<file path="src/verilog/usd_pkg.sv">
// Purpose: Constants for the USB status, frame number and DMA count register group.
// Assumes: An APB slave with 32-bit data; each register takes one aligned word.
// Notes: Printed offsets are register indices; the byte address is four times the index.
// Overview of operation
// - Status bit 7 reads one while DMA runs, zero after; it never interrupts.
// - Status bits 6, 5, 4 flag bus reset, start-of-frame and DMA completion.
// - Status bits 3 to 0 latch transfer-done for endpoints 3 to 0.
// - Writing status clears each flag written with one; zero leaves it unchanged.
// - Enable bits only gate flags onto the interrupt output, never altering them.
// - Buffer select register shows ping-pong buffer per endpoint; bits 7 to 4 reserved.
// - Control 2 bit 7 selects host role when one, peripheral when zero.
// - Control 2 bit 6 swaps data line polarity when one.
// - Frame low register holds frame bits 6 to 0 in positions 7 to 1.
// - Frame high register holds frame bits 10 to 7 in positions 7 to 4.
// - Both frame registers refresh on every received start-of-frame packet.
// - DMA count is 16 bits split over low and high byte registers.
// - Writing the count high byte starts DMA when DMA enable is set.
// - Endpoint three is routed to the DMA path while DMA enable is set.
// - DMA direction one reads bytes out of the device, zero writes in.

package usd_pkg;

   localparam int ADDR_W = 10;
   localparam int DATA_W = 32;
   localparam int BYTE_W = 8;
   localparam int COUNT_W = 16;
   localparam int FRAME_W = 11;
   localparam int EP_N = 4;
   localparam int INDEX_W = 8;

   // Register indices.
   localparam logic [7:0] IDX_IRQ_ENABLE = 8'h06;
   localparam logic [7:0] IDX_INTERRUPT_FLAGS = 8'h0D;
   localparam logic [7:0] IDX_BUFFER_SET_SELECT = 8'h0E;
   localparam logic [7:0] IDX_ROLE_POLARITY_CONTROL = 8'h0F;
   localparam logic [7:0] IDX_FRAME_NUMBER_LOW = 8'h15;
   localparam logic [7:0] IDX_FRAME_NUMBER_HIGH = 8'h16;
   localparam logic [7:0] IDX_DMA_COUNT_LOW = 8'h35;
   localparam logic [7:0] IDX_DMA_COUNT_HIGH = 8'h36;
   localparam logic [7:0] IDX_DMA_CONTROL = 8'h40;

   // Interrupt flag fields.
   localparam int FLAG_DMA_BUSY = 7;
   localparam int FLAG_USB_RESET = 6;
   localparam int FLAG_SOF = 5;
   localparam int FLAG_DMA_DONE = 4;
   localparam logic [7:0] FLAG_STICKY_MASK = 8'h7F;

   // Role and polarity fields.
   localparam int CTRL2_HOST = 7;
   localparam int CTRL2_SWAP = 6;

   // DMA control fields.
   localparam int DMACTL_ENABLE = 0;
   localparam int DMACTL_READ_DIR = 1;

   // Frame number placement.
   localparam int FRAME_LOW_BITS = 7;
   localparam int FRAME_LOW_SHIFT = 1;
   localparam int FRAME_HIGH_SHIFT = 4;

   // Reset values.
   localparam logic [7:0] RST_BYTE = 8'h00;
   localparam logic [15:0] RST_COUNT = 16'h0000;
   localparam logic [10:0] RST_FRAME = 11'h000;

endpackage : usd_pkg

</file>
<file path="src/verilog/usd_regs.sv">
// Purpose: APB register group for interrupt flags, buffer select, role, frame number, DMA count.
// Assumes: USB engine and DMA path run on CLOCK; their strobes are one-cycle pulses.
// Notes: Every APB access completes without wait states; PREADY rises in the access phase's first cycle.
//
// Added by the designer: the APB interface to the registers.
`timescale 1ns/1ps

module usd_regs (
   input wire logic CLOCK,
   input wire logic RST,
   input wire logic PSEL,
   input wire logic PENABLE,
   input wire logic PWRITE,
   input wire logic [usd_pkg::ADDR_W-1:0] PADDR,
   input wire logic [usd_pkg::DATA_W-1:0] PWDATA,
   output logic [usd_pkg::DATA_W-1:0] PRDATA,
   output logic PREADY,
   output logic PSLVERR,
   input wire logic USB_RESET_SEEN,
   input wire logic SOF_SEEN,
   input wire logic [usd_pkg::FRAME_W-1:0] FRAME_NUMBER,
   input wire logic [usd_pkg::EP_N-1:0] EP_DONE,
   input wire logic [usd_pkg::EP_N-1:0] BUFFER_SELECT,
   input wire logic DMA_BYTE_DONE,
   output logic INTERRUPT_REQUEST_OUT,
   output logic ROLE_HOST,
   output logic DATA_POLARITY_SWAP,
   output logic DMA_START,
   output logic DMA_REQUEST,
   output logic DMA_READ_DIR,
   output logic [usd_pkg::COUNT_W-1:0] DMA_COUNT,
   output logic ENDPOINT_THREE_DMA
);

   logic [7:0] flags;
   logic [7:0] irq_enable;
   logic [7:0] ctrl2;
   logic [7:0] dma_ctl;
   logic [7:0] count_low;
   logic [7:0] count_high;
   logic [10:0] frame;
   logic [15:0] remaining;
   logic dma_active;
   logic dma_finish;
   logic setup;
   logic wr_en;
   logic [7:0] wbyte;
   logic [7:0] rd_value;
   logic rd_hit;

   function automatic logic sel(input logic [usd_pkg::ADDR_W-1:0] addr,
                                input logic [7:0] idx);
      sel = (addr == {idx, 2'b00});
   endfunction : sel

   assign setup = PSEL && !PENABLE;
   assign wr_en = PSEL && PENABLE && PWRITE && PREADY;
   assign wbyte = PWDATA[7:0];

   // Completion falls on the last byte, or at once when the count was zero.
   assign dma_finish = dma_active && ((remaining == 16'h0000) ||
                       (DMA_BYTE_DONE && (remaining == 16'h0001)));

   always_comb begin
      rd_value = 8'h00;
      rd_hit = 1'b1;
      if (sel(PADDR, usd_pkg::IDX_INTERRUPT_FLAGS)) begin
         rd_value = {dma_active, flags[6:0]};
      end else if (sel(PADDR, usd_pkg::IDX_IRQ_ENABLE)) begin
         rd_value = irq_enable;
      end else if (sel(PADDR, usd_pkg::IDX_BUFFER_SET_SELECT)) begin
         rd_value = {4'h0, BUFFER_SELECT};
      end else if (sel(PADDR, usd_pkg::IDX_ROLE_POLARITY_CONTROL)) begin
         rd_value = {ctrl2[7:6], 6'h00};
      end else if (sel(PADDR, usd_pkg::IDX_FRAME_NUMBER_LOW)) begin
         rd_value = {frame[6:0], 1'b0};
      end else if (sel(PADDR, usd_pkg::IDX_FRAME_NUMBER_HIGH)) begin
         rd_value = {frame[10:7], 4'h0};
      end else if (sel(PADDR, usd_pkg::IDX_DMA_COUNT_LOW)) begin
         rd_value = count_low;
      end else if (sel(PADDR, usd_pkg::IDX_DMA_COUNT_HIGH)) begin
         rd_value = count_high;
      end else if (sel(PADDR, usd_pkg::IDX_DMA_CONTROL)) begin
         rd_value = {6'h00, dma_ctl[1:0]};
      end else begin
         rd_hit = 1'b0;
      end
   end

   // No wait state: data are sampled in setup so PRDATA can come from a flop.
   always_ff @(posedge CLOCK or posedge RST) begin
      if (RST) begin
         PREADY <= 1'b0;
      end else begin
         PREADY <= setup;
      end
   end

   always_ff @(posedge CLOCK or posedge RST) begin
      if (RST) begin
         PRDATA <= 32'h00000000;
         PSLVERR <= 1'b0;
      end else if (setup) begin
         PRDATA <= {24'h000000, rd_value};
         PSLVERR <= !rd_hit;
      end else if (!PSEL) begin
         PSLVERR <= 1'b0;
      end
   end

   // A set arriving in the clearing cycle wins, so no event is lost.
   always_ff @(posedge CLOCK or posedge RST) begin
      if (RST) begin
         flags <= usd_pkg::RST_BYTE;
      end else begin
         flags <= (flags & ~((wr_en && sel(PADDR, usd_pkg::IDX_INTERRUPT_FLAGS)) ?
                   (wbyte & usd_pkg::FLAG_STICKY_MASK) : 8'h00))
                  | {1'b0, USB_RESET_SEEN, SOF_SEEN, dma_finish, EP_DONE};
      end
   end

   always_ff @(posedge CLOCK or posedge RST) begin
      if (RST) begin
         irq_enable <= usd_pkg::RST_BYTE;
      end else if (wr_en && sel(PADDR, usd_pkg::IDX_IRQ_ENABLE)) begin
         irq_enable <= wbyte;
      end
   end

   // The enable register only gates; bit 7 is a level and is left out.
   always_ff @(posedge CLOCK or posedge RST) begin
      if (RST) begin
         INTERRUPT_REQUEST_OUT <= 1'b0;
      end else begin
         INTERRUPT_REQUEST_OUT <= |(flags & irq_enable & usd_pkg::FLAG_STICKY_MASK);
      end
   end

   always_ff @(posedge CLOCK or posedge RST) begin
      if (RST) begin
         ctrl2 <= usd_pkg::RST_BYTE;
      end else if (wr_en && sel(PADDR, usd_pkg::IDX_ROLE_POLARITY_CONTROL)) begin
         ctrl2 <= {wbyte[7:6], 6'h00};
      end
   end

   always_ff @(posedge CLOCK or posedge RST) begin
      if (RST) begin
         ROLE_HOST <= 1'b0;
         DATA_POLARITY_SWAP <= 1'b0;
      end else begin
         ROLE_HOST <= ctrl2[usd_pkg::CTRL2_HOST];
         DATA_POLARITY_SWAP <= ctrl2[usd_pkg::CTRL2_SWAP];
      end
   end

   // Writes to the frame registers are dropped; software must not issue them.
   always_ff @(posedge CLOCK or posedge RST) begin
      if (RST) begin
         frame <= usd_pkg::RST_FRAME;
      end else if (SOF_SEEN) begin
         frame <= FRAME_NUMBER;
      end
   end

   always_ff @(posedge CLOCK or posedge RST) begin
      if (RST) begin
         dma_ctl <= usd_pkg::RST_BYTE;
      end else if (wr_en && sel(PADDR, usd_pkg::IDX_DMA_CONTROL)) begin
         dma_ctl <= {6'h00, wbyte[1:0]};
      end
   end

   always_ff @(posedge CLOCK or posedge RST) begin
      if (RST) begin
         count_low <= usd_pkg::RST_BYTE;
         count_high <= usd_pkg::RST_BYTE;
      end else if (wr_en && sel(PADDR, usd_pkg::IDX_DMA_COUNT_LOW)) begin
         count_low <= wbyte;
      end else if (wr_en && sel(PADDR, usd_pkg::IDX_DMA_COUNT_HIGH)) begin
         count_high <= wbyte;
      end
   end

   // The transfer length is taken from the high write itself, so the low byte
   // must already be in place; a new start while busy restarts the count.
   always_ff @(posedge CLOCK or posedge RST) begin
      if (RST) begin
         dma_active <= 1'b0;
         remaining <= usd_pkg::RST_COUNT;
         DMA_START <= 1'b0;
      end else begin
         DMA_START <= 1'b0;
         if (wr_en && sel(PADDR, usd_pkg::IDX_DMA_COUNT_HIGH) &&
             dma_ctl[usd_pkg::DMACTL_ENABLE]) begin
            dma_active <= 1'b1;
            remaining <= {wbyte, count_low};
            DMA_START <= 1'b1;
         end else if (dma_finish) begin
            dma_active <= 1'b0;
            remaining <= usd_pkg::RST_COUNT;
         end else if (dma_active && DMA_BYTE_DONE) begin
            remaining <= remaining - 16'h0001;
         end
      end
   end

   always_ff @(posedge CLOCK or posedge RST) begin
      if (RST) begin
         DMA_REQUEST <= 1'b0;
         DMA_READ_DIR <= 1'b0;
         DMA_COUNT <= usd_pkg::RST_COUNT;
         ENDPOINT_THREE_DMA <= 1'b0;
      end else begin
         DMA_REQUEST <= dma_active && !dma_finish;
         DMA_READ_DIR <= dma_ctl[usd_pkg::DMACTL_READ_DIR];
         DMA_COUNT <= {count_high, count_low};
         ENDPOINT_THREE_DMA <= dma_ctl[usd_pkg::DMACTL_ENABLE];
      end
   end

endmodule : usd_regs
</file>
<file path="config.mk">
export PLATFORM = sky130hd
export DESIGN_NAME = usd_regs
export DESIGN_NICKNAME = d
export VERILOG_FILES = /design/src/verilog/usd_pkg.sv /design/src/verilog/usd_regs.sv
export SDC_FILE = /design/constraint.sdc
export NUM_CORES = 1
export LEC_CHECK = 0
export BUFFER_PORTS_ARGS = -buffer_cell sky130_fd_sc_hd__buf_2
export CAP_MARGIN = 15
export CORE_AREA = 2 2 100 102
export CTS_CLUSTER_DIAMETER = 40
export DETAILED_ROUTE_END_ITERATION = 7
export DIE_AREA = 0 0 102 104
export PLACE_DENSITY = 0.76
export SYNTH_ARGS = -nofsm -noshare
export SYNTH_HDL_FRONTEND = slang
export SYNTH_SLANG_ARGS = --single-unit
</file>
<file path="constraint.sdc">
create_clock -name CLOCK -period 3.7 [get_ports CLOCK]
set_clock_uncertainty 0.1 [all_clocks]
set_input_delay 0.37 -clock CLOCK [delete_from_list [all_inputs] [get_ports CLOCK]]
set_output_delay 0.37 -clock CLOCK [all_outputs]
set_load 0.03 [all_outputs]
</file>
==> results_dict.tcl <==
set metrics [dict create \
    peakVddDrop_mv 0.221 \
    regToRegStartpoint "remaining[6]" \
    dieWidth_microns 102 \
    avgSynthCellArea_sq_um 11.4 \
    avgRoutedWirePerCell_microns 17.6 \
    num_vias 3338 \
    hold_buffers 0 \
    crit_arrival_ns 2.82 \
    synthCells 407 \
    cts_resized 0 \
    drc 0 \
    ios 126 \
    grt_pass1_vias 3323 \
    p_clk_share_pct 39.0 \
    fin_cells 619 \
    root_buffer "clkbuf_8" \
    worst_path_max_delay_cell "nor4b_4" \
    multi_input_area_sq_um 2010 \
    crit_family "simple AND/OR/NAND/NOR gates" \
    area_growth_pct 13.5 \
    grt_overflow 0 \
    comb_power_share_pct 8.8 \
    die-area_sq_um 10600 \
    antenna_found_initial 0 \
    core_sq_um 9550 \
    grt_pass1_wl_microns 17200 \
    hold_path.class "input pin to async pin" \
    h-tree-depth 3 \
    status "completed" \
    period_share_pct 71.7 \
    cp_num_cells 5 \
    wl_microns 10900 \
    power-per-cell-area_nw_per_um2 393 \
    tns_ns 0 \
    rsz0062_at_grt "no" \
    endpoint "remaining[11]" \
    clock-sinks 96 \
    avgViaCountPerCell 5.39 \
    drt_iter0_drc 180 \
    p_seq_share_pct 52.2 \
    netlist_top_cells_count "dfrtp_1, nand2_1, mux2_2" \
    dpl.hpwl_microns 7910 \
    grt_use_total_pct 21.2 \
    worst_slack_ns 1.05 \
    cp_cell_sequence "nor4_2, nand3b_1, nor4b_4, nor3_1, a21o_1" \
    gp_congestion 0.886 \
    yosysTopAreaCell "dfrtp_1" \
    critPathMaxFanout 17 \
    p_int_mw 1.56 \
    grt_max_degree 56 \
    first_pass_iters 4 \
    final_util_pct 55.1 \
    ant_nets 0 \
    die_h_microns 104 \
    cpPeakStageDelay_ns 0.88 \
    end_kind "register" \
    seq_area_sq_um 2400 \
    hold_viol 0 \
    regToRegSetupSlack_ns 1.05 \
    layout_min_cycle_time_ns 2.65 \
    critPathRequiredTime_ns 3.87 \
    swShare_pct 24.3 \
    antenna_cells 0 \
    syn_area_sq_um 4630 \
    setup_viol 0 \
    synthArstFlopShare_pct 100 \
    cts.path.max_buffers 2 \
    initial_core_util_pct 48.5 \
    ys_ff_latch 96 \
    post_cts_buffers 0 \
    slew_headroom_pct 36.5 \
    synth_cell_types 60 \
    power_leakage_nw 2.51 \
    yosysMostFrequentCell "dfrtp_1" \
    maxCapViolCount 0 \
    drive_gt1_share_pct 31.5 \
    cts_tree "yes" \
    fmax_mhz 377 \
    crit_start "remaining[6]" \
    synth.yosys.seq_area_share_pct 51.8 \
    maxSlewViolCount 0 \
    r2r_end "remaining[11]" \
    clk_pin_slew_ns 0.09 \
    num_rows 36 \
    yosys_warnings 0 \
    power_switching_mw 0.503 \
    clk_latency_ns 0.37 \
    fillers 870 \
    ys.flop_type "dfrtp_1" \
    synth_edf_count 0 \
    cp_num_buf_inv 0 \
    io_buffers 77 \
    synthTopCellsByArea "dfrtp_1, mux2_2, buf_4" \
    worst_pin_slew_ns 0.948 \
    critPathLaunchType "register" \
    dp.cells 605 \
    yosysTopAreaCellShare_pct 51.8 \
    nets 555 \
    setup.worst_path.class "register to register" \
    numCtsBuffers 9 \
    reg2regPathDepth 5 \
    dp_slack_ns 1.09 \
]
==> placed cells by master, fill, tap and decap left out, types with 7 or more instances in the layout <==
cell / count
a21o_1: 9
a21oi_1: 12
buf_2: 77
clkbuf_8: 9
conb_1: 24
dfrtp_1: 96
mux2_2: 38
nand2_1: 42
nand3_1: 7
nor2_1: 22
o21ai_0: 17
o31ai_1: 17
xnor2_1: 7
xor2_1: 8
==> through the flow <==
stage / power (mW) / hold slack, ns / area, sq um
floorplan: 1.23 / 0.262 / 4720
global placement: 1.28 / 0.280 / 5030
finish: 2.07 / 0.0739 / 5260
CTS: 2.08 / 0.0792 / 5260
detailed placement: 1.28 / 0.291 / 5030
global route: 2.14 / 0.0760 / 5260
==> worst min path at each step <==
stage          slack [ns]             to  cells after the start           from
6_report             0.07   remaining[7]                      2            RST
4_1_cts              0.08       flags[3]                      2     EP_DONE[3]
2_1_floorplan        0.26  DMA_COUNT[15]                      0  count_high[7]
3_3_place_gp         0.28  DMA_COUNT[15]                      0  count_high[7]
5_1_grt              0.08       flags[3]                      2     EP_DONE[3]
3_5_place_dp         0.29  DMA_COUNT[13]                      0  count_high[5]
==> routing by layer <==
metal  wire length (microns)  GRT usage (%)  vias to the layer above  part of all wire [%]
met5                       0              0                        -                     0
met4                     251           9.14                        0                   2.3
met3                     557           2.69                       18                   5.1
met2                    5300           34.1                      119                    49
met1                    4790           28.6                     1628                    44
li1                        -              -                     1573                     -
==> layout make-up <==
type / instances / share of cell area [%]
repair buffers: 82 / 8.04
clock buffers: 9 / 2.36
inverters: 6 / 0.452
multi-input cells: 288 / 38.2
well taps: 133 / 3.17
flip-flops and latches: 96 / 45.7
clock inverters: 5 / 2.05
==> kinds of logic (layout without fill, tap and decap cells) <==
| family | count (synthesis) | after routing | share of synthesized area [%] |
|---|---|---|---|
| adders and majority gates | 3 | 3 | 0.810 |
| xor gates and xnor gates | 15 | 15 | 2.84 |
| muxes | 42 | 42 | 10.1 |
| DFF | 96 | 96 | 51.8 |
| buffers and inverters | 46 | 102 | 6.62 |
| and+or+nand+nor | 127 | 127 | 16.7 |
| other | 1 | 24 | 0.0809 |
| AOI/OAI and AO/OA | 77 | 77 | 11.0 |
==> power by group through the flow <==
stage,logic (mW),clock network [mW],registers [mW]
global placement,0.178,0,1.10
finish,0.182,0.807,1.08
CTS,0.182,0.815,1.08
floorplan,0.123,0,1.11
detailed placement,0.182,0,1.10
global route,0.197,0.859,1.08
==> flip-flops by register name, indices dropped and copies added (netlist names), 2 cells and up <==
name	count
ctrl2	2
dma_ctl	2
DMA_COUNT	16
flags	7
PRDATA	8
count_high	8
count_low	8
irq_enable	8
frame	11
remaining	16
(Power assumes the default switching activity.)
